**config.mk**
```make
export PLATFORM = sky130hd
export DESIGN_NAME = icm_ingress_class_map
export DESIGN_NICKNAME = d
export VERILOG_FILES = /design/src/rtl/icm_pkg.sv /design/src/rtl/icm_ingress_class_map.sv
export SDC_FILE = /design/constraint.sdc
export NUM_CORES = 2
export LEC_CHECK = 0
export ABC_CLOCK_PERIOD_IN_PS = 8200
export BUFFER_PORTS_ARGS = -buffer_cell sky130_fd_sc_hd__buf_2
export CAP_MARGIN = 40
export CORE_UTILIZATION = 56
export DETAILED_ROUTE_END_ITERATION = 12
export HOLD_SLACK_MARGIN = 0.05
export MAX_ROUTING_LAYER = met4
export PLACE_DENSITY = 0.78
export SLEW_MARGIN = 20
export SYNTH_ARGS = -nofsm -noshare
export SYNTH_HDL_FRONTEND = slang
export SYNTH_SLANG_ARGS = --single-unit
```
**constraint.sdc**
```tcl
create_clock -name sys_clk -period 8.2 [get_ports sys_clk]
set_input_delay 1.23 -clock sys_clk [delete_from_list [all_inputs] [get_ports sys_clk]]
set_output_delay 1.23 -clock sys_clk [all_outputs]
set_load 0.02 [all_outputs]
```
**src/rtl/icm_pkg.sv**
```systemverilog
// Constants for the ingress classification and meter configuration block.
package icm_pkg;
    // Forwarding class codes.
    localparam logic [2:0] FC_BEST_EFFORT = 3'h0;
    localparam logic [2:0] FC_LOW_TWO = 3'h1;
    localparam logic [2:0] FC_ASSURED = 3'h2;
    localparam logic [2:0] FC_LOW_ONE = 3'h3;
    localparam logic [2:0] FC_HIGH_TWO = 3'h4;
    localparam logic [2:0] FC_EXPEDITED = 3'h5;
    localparam logic [2:0] FC_HIGH_ONE = 3'h6;
    localparam logic [2:0] FC_NETWORK_CTRL = 3'h7;
    // Class selector names and their code point values.
    localparam logic [1:0] NAME_CLASS_SEL_ONE = 2'h1;
    localparam logic [1:0] NAME_CLASS_SEL_TWO = 2'h2;
    localparam logic [1:0] NAME_CLASS_SEL_THREE = 2'h3;
    localparam logic [5:0] CLASS_SEL_ONE_VAL = 6'h08;
    localparam logic [5:0] CLASS_SEL_TWO_VAL = 6'h10;
    localparam logic [5:0] CLASS_SEL_THREE_VAL = 6'h18;
    // Rate adaptation rule codes; none behaves as closest.
    localparam logic [1:0] ADAPT_NONE = 2'h0;
    localparam logic [1:0] ADAPT_MAX = 2'h1;
    localparam logic [1:0] ADAPT_MIN = 2'h2;
    localparam logic [1:0] ADAPT_CLOSEST = 2'h3;
    // Rate step of 8 kbps, expressed as the low bits to clear.
    localparam int RATE_STEP_KBPS = 8;
    localparam logic [32:0] RATE_ROUND_UP = 33'h000000007;
    localparam logic [32:0] RATE_ROUND_HALF = 33'h000000004;
    localparam logic [31:0] RATE_MASK = 32'hFFFFFFF8;
    // Meter colour codes.
    localparam logic [1:0] COLOUR_GREEN = 2'h0;
    localparam logic [1:0] COLOUR_YELLOW = 2'h1;
    localparam logic [1:0] COLOUR_RED = 2'h2;
    // Burst size bounds in kilobits and bits per kilobit.
    localparam logic [21:0] CBS_MAX_SMALL = 22'h004000;
    localparam logic [21:0] CBS_MAX_LARGE = 22'h20C28F;
    localparam logic [31:0] BITS_PER_KBIT = 32'h000003E8;
    // Refill period: rate in kbps over one millisecond equals bits.
    localparam int CLK_PERIOD_NS = 5;
    localparam int REFILL_PERIOD_US = 1000;
    localparam int REFILL_CYC = REFILL_PERIOD_US * 1000 / CLK_PERIOD_NS;
endpackage

```
**src/rtl/icm_ingress_class_map.sv**
```systemverilog
// Ingress code point classifier, rate adaptation and two-rate meter.
`timescale 1ns/1ps
module icm_ingress_class_map #(
    parameter int REFILL_CYCLES = icm_pkg::REFILL_CYC,
    parameter logic [21:0] CBS_MAX = icm_pkg::CBS_MAX_SMALL
) (
    input wire logic sys_clk,
    input wire logic nrst,
    input wire logic cfg_dscp_wr,
    input wire logic cfg_dscp_del,
    input wire logic cfg_dscp_use_name,
    input wire logic [1:0] cfg_dscp_name,
    input wire logic [5:0] cfg_dscp_value,
    input wire logic cfg_exp_wr,
    input wire logic cfg_exp_del,
    input wire logic [2:0] cfg_exp_value,
    input wire logic [2:0] cfg_forwarding_class,
    input wire logic cfg_in_profile,
    input wire logic [2:0] cfg_default_class,
    input wire logic cfg_default_in,
    input wire logic [31:0] cfg_cir_kbps,
    input wire logic [31:0] cfg_pir_kbps,
    input wire logic [1:0] cfg_cir_rule,
    input wire logic [1:0] cfg_pir_rule,
    input wire logic [21:0] cfg_cbs_kbits,
    input wire logic [21:0] cfg_mbs_kbits,
    output logic cfg_reject,
    input wire logic pkt_valid,
    input wire logic pkt_is_lsp,
    input wire logic [5:0] pkt_dscp,
    input wire logic [2:0] pkt_exp,
    input wire logic [15:0] pkt_len_bytes,
    output logic cls_valid,
    output logic cls_hit,
    output logic [2:0] cls_forwarding_class,
    output logic cls_in_profile,
    output logic mtr_valid,
    output logic [1:0] mtr_colour,
    output logic mtr_in_profile,
    output logic mtr_drop,
    output logic [31:0] oper_cir_kbps,
    output logic [31:0] oper_pir_kbps,
    output logic [21:0] cbs_kbits_held
);
    // Rounds a rate to a multiple of 8 kbps under the given rule.
    function automatic logic [31:0] adapt(input logic [31:0] r,
                                          input logic [1:0] rule);
        logic [32:0] s;
        s = {1'b0, r};
        if (rule == icm_pkg::ADAPT_MIN) begin
            s = s + icm_pkg::RATE_ROUND_UP;
        end else if (rule != icm_pkg::ADAPT_MAX) begin
            s = s + icm_pkg::RATE_ROUND_HALF;
        end
        if (s[32]) begin
            s = {1'b0, icm_pkg::RATE_MASK};
        end
        return s[31:0] & icm_pkg::RATE_MASK;
    endfunction

    // Adds to a bucket and saturates at its capacity.
    function automatic logic [31:0] sat_add(input logic [31:0] b,
                                            input logic [31:0] a,
                                            input logic [31:0] cap);
        logic [32:0] s;
        s = {1'b0, b} + {1'b0, a};
        return (s > {1'b0, cap}) ? cap : s[31:0];
    endfunction

    // Accepts a class and profile pair only if the class allows it.
    function automatic logic profile_ok(input logic [2:0] fc,
                                        input logic in_p);
        logic ok;
        ok = 1'b1;
        if (fc == icm_pkg::FC_EXPEDITED || fc == icm_pkg::FC_HIGH_ONE ||
            fc == icm_pkg::FC_NETWORK_CTRL) begin
            ok = in_p;
        end else if (fc == icm_pkg::FC_BEST_EFFORT) begin
            ok = !in_p;
        end
        return ok;
    endfunction

    logic rst_meta_reg;
    logic rst_n_sync;
    logic [63:0] dscp_valid_reg;
    logic [2:0] dscp_class_mem [64];
    logic dscp_prof_mem [64];
    logic [7:0] exp_valid_reg;
    logic [2:0] exp_class_mem [8];
    logic exp_prof_mem [8];
    logic [31:0] refill_cnt_reg;
    logic [31:0] cbkt_reg;
    logic [31:0] pbkt_reg;

    always_ff @(posedge sys_clk or negedge nrst) begin
        if (!nrst) begin
            rst_meta_reg <= 1'b0;
            rst_n_sync <= 1'b0;
        end else begin
            rst_meta_reg <= 1'b1;
            rst_n_sync <= rst_meta_reg;
        end
    end

    // Configuration decode.
    wire [5:0] name_value = (cfg_dscp_name == icm_pkg::NAME_CLASS_SEL_ONE) ?
        icm_pkg::CLASS_SEL_ONE_VAL :
        (cfg_dscp_name == icm_pkg::NAME_CLASS_SEL_TWO) ?
        icm_pkg::CLASS_SEL_TWO_VAL : icm_pkg::CLASS_SEL_THREE_VAL;
    wire [5:0] dscp_idx = cfg_dscp_use_name ? name_value : cfg_dscp_value;
    wire pair_ok = profile_ok(cfg_forwarding_class, cfg_in_profile);
    wire dscp_map = cfg_dscp_wr && !cfg_dscp_del;
    wire exp_map = cfg_exp_wr && !cfg_exp_del;
    wire reject_next = (dscp_map || exp_map) && !pair_ok;

    // Lookup.
    wire hit = pkt_is_lsp ? exp_valid_reg[pkt_exp] : dscp_valid_reg[pkt_dscp];
    wire [2:0] hit_class = pkt_is_lsp ? exp_class_mem[pkt_exp] :
        dscp_class_mem[pkt_dscp];
    wire hit_prof = pkt_is_lsp ? exp_prof_mem[pkt_exp] :
        dscp_prof_mem[pkt_dscp];

    // Meter decode.
    wire [31:0] len_bits = {13'h0000, pkt_len_bytes, 3'h0};
    wire [21:0] cbs_clamped = (cfg_cbs_kbits > CBS_MAX) ? CBS_MAX :
        cfg_cbs_kbits;
    wire [53:0] cbs_prod = cbs_kbits_held * icm_pkg::BITS_PER_KBIT;
    wire [53:0] mbs_prod = cfg_mbs_kbits * icm_pkg::BITS_PER_KBIT;
    wire [31:0] cbs_bits = cbs_prod[31:0];
    wire [31:0] mbs_bits = mbs_prod[31:0];
    wire tick = (refill_cnt_reg >= 32'(REFILL_CYCLES - 1));
    wire peak_short = pbkt_reg < len_bits;
    wire commit_short = cbkt_reg < len_bits;
    wire [1:0] colour_next = peak_short ? icm_pkg::COLOUR_RED :
        commit_short ? icm_pkg::COLOUR_YELLOW :
        icm_pkg::COLOUR_GREEN;
    wire take_peak = pkt_valid && !peak_short;
    wire take_commit = take_peak && !commit_short;
    wire [31:0] cbkt_used = take_commit ? cbkt_reg - len_bits : cbkt_reg;
    wire [31:0] pbkt_used = take_peak ? pbkt_reg - len_bits : pbkt_reg;
    wire [31:0] cbkt_next = sat_add(cbkt_used,
        tick ? oper_cir_kbps : 32'h00000000, cbs_bits);
    wire [31:0] pbkt_next = sat_add(pbkt_used,
        tick ? oper_pir_kbps : 32'h00000000, mbs_bits);

    always_ff @(posedge sys_clk) begin
        if (dscp_map && pair_ok) begin
            dscp_class_mem[dscp_idx] <= cfg_forwarding_class;
            dscp_prof_mem[dscp_idx] <= cfg_in_profile;
        end
        if (exp_map && pair_ok) begin
            exp_class_mem[cfg_exp_value] <= cfg_forwarding_class;
            exp_prof_mem[cfg_exp_value] <= cfg_in_profile;
        end
    end

    always_ff @(posedge sys_clk or negedge rst_n_sync) begin
        if (!rst_n_sync) begin
            dscp_valid_reg <= 64'h0000000000000000;
            exp_valid_reg <= 8'h00;
            cfg_reject <= 1'b0;
        end else begin
            if (cfg_dscp_wr && (cfg_dscp_del || pair_ok)) begin
                dscp_valid_reg[dscp_idx] <= !cfg_dscp_del;
            end
            if (cfg_exp_wr && (cfg_exp_del || pair_ok)) begin
                exp_valid_reg[cfg_exp_value] <= !cfg_exp_del;
            end
            cfg_reject <= reject_next;
        end
    end

    always_ff @(posedge sys_clk or negedge rst_n_sync) begin
        if (!rst_n_sync) begin
            cls_valid <= 1'b0;
            cls_hit <= 1'b0;
            cls_forwarding_class <= icm_pkg::FC_BEST_EFFORT;
            cls_in_profile <= 1'b0;
        end else begin
            cls_valid <= pkt_valid;
            cls_hit <= pkt_valid && hit;
            if (pkt_valid) begin
                cls_forwarding_class <= hit ? hit_class :
                    cfg_default_class;
                cls_in_profile <= hit ? hit_prof : cfg_default_in;
            end
        end
    end

    always_ff @(posedge sys_clk or negedge rst_n_sync) begin
        if (!rst_n_sync) begin
            oper_cir_kbps <= 32'h00000000;
            oper_pir_kbps <= 32'h00000000;
            cbs_kbits_held <= 22'h000000;
        end else begin
            oper_cir_kbps <= adapt(cfg_cir_kbps, cfg_cir_rule);
            oper_pir_kbps <= adapt(cfg_pir_kbps, cfg_pir_rule);
            cbs_kbits_held <= cbs_clamped;
        end
    end

    always_ff @(posedge sys_clk or negedge rst_n_sync) begin
        if (!rst_n_sync) begin
            refill_cnt_reg <= 32'h00000000;
            cbkt_reg <= 32'h00000000;
            pbkt_reg <= 32'h00000000;
            mtr_valid <= 1'b0;
            mtr_colour <= icm_pkg::COLOUR_GREEN;
            mtr_in_profile <= 1'b0;
            mtr_drop <= 1'b0;
        end else begin
            refill_cnt_reg <= tick ? 32'h00000000 : refill_cnt_reg + 32'h1;
            cbkt_reg <= cbkt_next;
            pbkt_reg <= pbkt_next;
            mtr_valid <= pkt_valid;
            mtr_drop <= pkt_valid && peak_short;
            if (pkt_valid) begin
                mtr_colour <= colour_next;
                mtr_in_profile <= (colour_next ==
                    icm_pkg::COLOUR_GREEN);
            end
        end
    end
    chk_reject_high_out: assert property (
        @(posedge sys_clk) disable iff (!rst_n_sync)
        (dscp_map && !cfg_in_profile &&
         cfg_forwarding_class == icm_pkg::FC_EXPEDITED) |=> cfg_reject)
        else $error("Out-of-profile expedited entry was accepted.");
    chk_reject_be_in: assert property (
        @(posedge sys_clk) disable iff (!rst_n_sync)
        (exp_map && cfg_in_profile &&
         cfg_forwarding_class == icm_pkg::FC_BEST_EFFORT)
        |=> cfg_reject && exp_valid_reg[$past(cfg_exp_value)] ==
            $past(exp_valid_reg[cfg_exp_value]))
        else $error("In-profile best-effort entry was accepted.");
    chk_default_dscp_miss: assert property (
        @(posedge sys_clk) disable iff (!rst_n_sync)
        (pkt_valid && !pkt_is_lsp && !dscp_valid_reg[pkt_dscp])
        |=> !cls_hit && cls_forwarding_class == $past(cfg_default_class)
            && cls_in_profile == $past(cfg_default_in))
        else $error("Unmapped code point missed the default action.");
    chk_default_exp_miss: assert property (
        @(posedge sys_clk) disable iff (!rst_n_sync)
        (pkt_valid && pkt_is_lsp && !exp_valid_reg[pkt_exp])
        |=> cls_forwarding_class == $past(cfg_default_class))
        else $error("Unmapped experimental value missed the default.");
    chk_max_rounds_down: assert property (
        @(posedge sys_clk) disable iff (!rst_n_sync)
        (cfg_cir_rule == icm_pkg::ADAPT_MAX) |=> oper_cir_kbps[2:0] == 3'h0
            && oper_cir_kbps <= $past(cfg_cir_kbps)
            && $past(cfg_cir_kbps) - oper_cir_kbps < 32'h8)
        else $error("Max rule did not round the committed rate down.");
    chk_min_rounds_up: assert property (
        @(posedge sys_clk) disable iff (!rst_n_sync)
        (cfg_pir_rule == icm_pkg::ADAPT_MIN && cfg_pir_kbps < 32'hFFFF0000)
        |=> oper_pir_kbps[2:0] == 3'h0 && oper_pir_kbps >= $past(cfg_pir_kbps)
            && oper_pir_kbps - $past(cfg_pir_kbps) < 32'h8)
        else $error("Min rule did not round the peak rate up.");
    chk_closest_default: assert property (
        @(posedge sys_clk) disable iff (!rst_n_sync)
        (cfg_cir_rule == icm_pkg::ADAPT_NONE && cfg_cir_kbps < 32'hFFFF0000)
        |=> oper_cir_kbps + 32'h4 > $past(cfg_cir_kbps)
            && oper_cir_kbps <= $past(cfg_cir_kbps) + 32'h4)
        else $error("Default rule did not pick the closest rate.");
    chk_red_dropped: assert property (
        @(posedge sys_clk) disable iff (!rst_n_sync)
        (pkt_valid && pbkt_reg < len_bits)
        |=> mtr_colour == icm_pkg::COLOUR_RED && mtr_drop && !mtr_in_profile)
        else $error("Packet beyond the peak bucket was not dropped red.");
    chk_green_profile: assert property (
        @(posedge sys_clk) disable iff (!rst_n_sync)
        mtr_valid |-> mtr_in_profile == (mtr_colour == icm_pkg::COLOUR_GREEN))
        else $error("Meter profile does not follow the colour.");
    chk_cbs_bound: assert property (
        @(posedge sys_clk) disable iff (!rst_n_sync)
        ##1 cbs_kbits_held <= CBS_MAX)
        else $error("Committed burst size exceeds its bound.");
endmodule

```
==> summary.txt <==
======================================================================================================
Initial core utilization                                                                         56.9%
Residual DRC                                                                                         0
Total of warnings raised by yosys                                                                    0
Pin count of the biggest net entering global routing                                                75
Min Tclk post-route                                                                            7.78 ns
Worst-Skew Late Latency                                                                        0.64 ns
Global-route wire length before repair                                                       149000 um
Gp weighted congestion                                                                           0.962
Fin worst setup slack                                                                         0.416 ns
Slew of the pin with the lowest slew margin                                                   0.821 ns
Die boundary height                                                                             258 um
Number of filler instances in the final layout                                                    4937
CP Launch Type                                                                            primary input
DR iter-0 viols                                                                                   2128
Post-Place Cell Area                                                                        0.0394 mm2
Layout overhead on the synthesized area                                                          12.3%
Setup bufs post-CTS                                                                                  0
PwrDens                                                                                     331 mW/mm2
Setup-violating endpoint count in the final report                                                   0
Post-synth EDFFs                                                                                   288
Combinational share of power                                                                     56.5%
Post-route fraction of the period consumed by the critical path                                  94.9%
Die Footprint                                                                               0.0668 mm2
Top achievable clock speed                                                                     128 MHz
Root cell of the clock tree                                                               sky130_fd_sc_hd__clkbuf_16
Overall track demand over capacity in global routing                                             29.5%
Tightest Hold Check Type                                                                     reg2async
Arrival @ worst endpoint                                                                       8.29 ns
Class of the most critical setup path                                                           in2reg
Clock group share of total power                                                                 18.9%
Standard cell core area                                                                     0.0647 mm2
Std cell rows                                                                                       93
Critical path peak fanout                                                                           22
Portion of the post-synthesis area used by sequential elements                                   40.8%
Place WS                                                                                     -0.200 ns
Final cell count without fillers                                                                  4559
Post-Synth Simple-Gate Area                                                                      11.4%
Gate count after technology mapping                                                               3350
Routed via count                                                                                 27000
Leakage power of the design                                                                    17.9 nW
Number of global-route vias before repair                                                        27100
GRT Residual Overflow                                                                                0
Post-DP HPWL                                                                                  70000 um
Internal portion of total power                                                                8.01 mW
Final antenna-violating net count                                                                    0
P_sw                                                                                           5.68 mW
Synthesized flop and latch total                                                                   543
Async set-reset flop share out of synthesis                                                      47.0%
Number of flip-flops under the largest register name                                               192
Overall power                                                                                  13.7 mW
Xor and xnor fraction of the mapped netlist area                                                 4.52%
Final net count                                                                                   4249
Commonest cells after routing, fill and taps aside                                        sky130_fd_sc_hd__inv_1, sky130_fd_sc_hd__edfxtp_1, sky130_fd_sc_hd__ha_1
Per-instance average area after synthesis                                                     11.0 um2
Sequential fraction of design power                                                              24.6%
Post-detailed-routing wire length                                                             94200 um
Run status                                                                                finished, final reports clean
Port bufs                                                                                          256
Dominant combinational cell family by area after synthesis                                 adder cells
Slew Limit Headroom                                                                              45.2%
RSZ-0062 raised after global routing                                                             false
Initial antenna violation count                                                                      8
Worst vdd rail ir drop                                                                        0.354 mV
Maximum capacitance violations                                                                       0
Layout Skew                                                                                  0.0243 ns
Adder and majority gate portion of the synthesized area                                          18.2%
Num Clock Sinks                                                                                    543
Synthesized-area fraction occupied by ao, oa, aoi and oai cells                                  11.9%
Number of distinct library cell variants in the gate-level netlist after synthesis                  89
Mean number of vias per cell                                                                      5.93
Fin Hold WS                                                                                   0.211 ns
Final Max Slew Viols                                                                                 0
Netlist area before placement                                                               0.0368 mm2
Most common library cell in the layout ignoring fill and taps                             sky130_fd_sc_hd__inv_1
Clk buf depth                                                                                        3
Switch share                                                                                     41.5%
Top_reg_cell synth                                                                        sky130_fd_sc_hd__edfxtp_1
I/O pin count                                                                                      263
Number of detailed-routing iterations run before antenna repair                                      6
Number of clock buffers inserted by TritonCTS                                                       59
Mux share of post-synthesis cell area                                                            8.17%
Type of element capturing the critical path                                                       flop
Worst path required time                                                                       8.71 ns
Area of all placed cells without fillers                                                    0.0414 mm2
Clock transition at the register clock pins on the worst setup and hold paths after CTS        0.06 ns
Share of cells above drive strength 1                                                            15.0%
Horizontal die dimension                                                                        258 um
CTS tree                                                                                         built
Hold Violations, Final                                                                               0
Level count of the clock H-tree                                                                      2
Routed length per placed instance                                                              20.7 um
Total placed cells including tap cells                                                            4434
======================================================================================================
[path summary, 6_finish.rpt]
path                       slack, ns  cells after the start                to               from
hold reg to reg                 0.21                      0  exp_valid_reg[3]         rst_n_sync
setup reg to reg                0.79                     25      pbkt_reg[11]       pbkt_reg[18]
min in group sys_clk            0.37                      0        rst_n_sync       rst_meta_reg
setup / recovery                0.42                     27      pbkt_reg[11]  pkt_len_bytes[15]
max in group asynchronous       6.63                      2      pbkt_reg[16]         rst_n_sync
hold / removal                  0.21                      0  exp_valid_reg[3]         rst_n_sync
[per-layer routing]
metal | wire length, um | up-vias | track usage (%)
li1 | - | 12600 | -
met1 | 37300 | 13100 | 36.1
met2 | 46700 | 1032 | 49.1
met3 | 6400 | 252 | 4.48
met4 | 3770 | 0 | 11.8
met5 | 0 | - | -
[worst max-delay path: stages]
cell	delay, ns
sky130_fd_sc_hd__buf_2	0.12
sky130_fd_sc_hd__inv_1	0.07
sky130_fd_sc_hd__ha_1	0.24
sky130_fd_sc_hd__nor4_2	0.32
sky130_fd_sc_hd__nand3_1	0.19
sky130_fd_sc_hd__nor3_2	0.17
sky130_fd_sc_hd__nand2b_1	0.11
sky130_fd_sc_hd__or4_1	0.54
sky130_fd_sc_hd__o21ai_4	0.34
sky130_fd_sc_hd__buf_4	0.21
sky130_fd_sc_hd__o21ai_0	0.10
sky130_fd_sc_hd__ha_1	0.35
sky130_fd_sc_hd__nor2b_1	0.16
sky130_fd_sc_hd__o2111ai_1	0.26
sky130_fd_sc_hd__a211oi_1	0.13
sky130_fd_sc_hd__buf_4	0.17
sky130_fd_sc_hd__o32ai_1	0.52
sky130_fd_sc_hd__o21ai_1	0.28
sky130_fd_sc_hd__or4b_2	0.68
sky130_fd_sc_hd__nand3_1	0.15
sky130_fd_sc_hd__ha_1	0.25
sky130_fd_sc_hd__and3_1	0.19
sky130_fd_sc_hd__a221o_1	0.35
sky130_fd_sc_hd__nor3_1	0.37
sky130_fd_sc_hd__o221ai_4	0.27
sky130_fd_sc_hd__buf_12	0.24
sky130_fd_sc_hd__mux2_2	0.28
[power by group through the flow]
stage / clock, mW / sequential [mW] / combinational [mW]
floorplan: 0 / 3.35 / 5.81
global placement: 0 / 3.42 / 7.46
detailed placement: 0 / 3.42 / 7.62
CTS: 2.62 / 3.37 / 7.68
global route: 2.73 / 3.38 / 8.64
finish: 2.59 / 3.37 / 7.73
[synthesized netlist by cell type, drive strengths merged, types with 89 or more instances]
cell type  count  area [um2]
a21oi        167         836
dfrtp        255        6380
edfxtp       288        8650
fa           160        3200
ha           281        3520
inv          349        1310
mux4          89        2000
nand2        188         706
nor2         197         747
o21ai        247        1240
xnor2        100         876
xor2          90         788
[repair_timing]
action	CTS	global route
hold endpoints to repair	0	0
hold buffers	0	0
endpoints found under the setup margin	0	10
gates resized for setup	0	1
[final cells by class]
class | count | area (um2) | share of cell area, %
multi-input cells | 2376 | 20100 | 48.6
flip-flops and latches | 543 | 15000 | 36.3
clock inverters | 44 | 387 | 0.934
diodes | 12 | 30.0 | 0.0726
inverters | 350 | 1310 | 3.17
clock buffers | 66 | 1500 | 3.63
repair buffers | 313 | 1920 | 4.63
well taps | 855 | 1070 | 2.59
[kinds of logic after synthesis]
kind of cell	count (synthesis)
flip-flops	543
buffers and inverters	457
XOR/XNOR	190
AND/OR/NAND/NOR	831
other	2
multiplexers	186
adder cells (fa/ha/maj)	441
AO/OA/AOI/OAI	700
[stage by stage]
step                setup TNS [ns]  utilization [%]
floorplan                        0                -
global placement            -0.598             60.5
detailed placement           -2.71             60.9
CTS                              0             63.8
global route                     0             63.9
finish                           0             64.0
No activity file was read; power rests on OpenSTA's default activity.
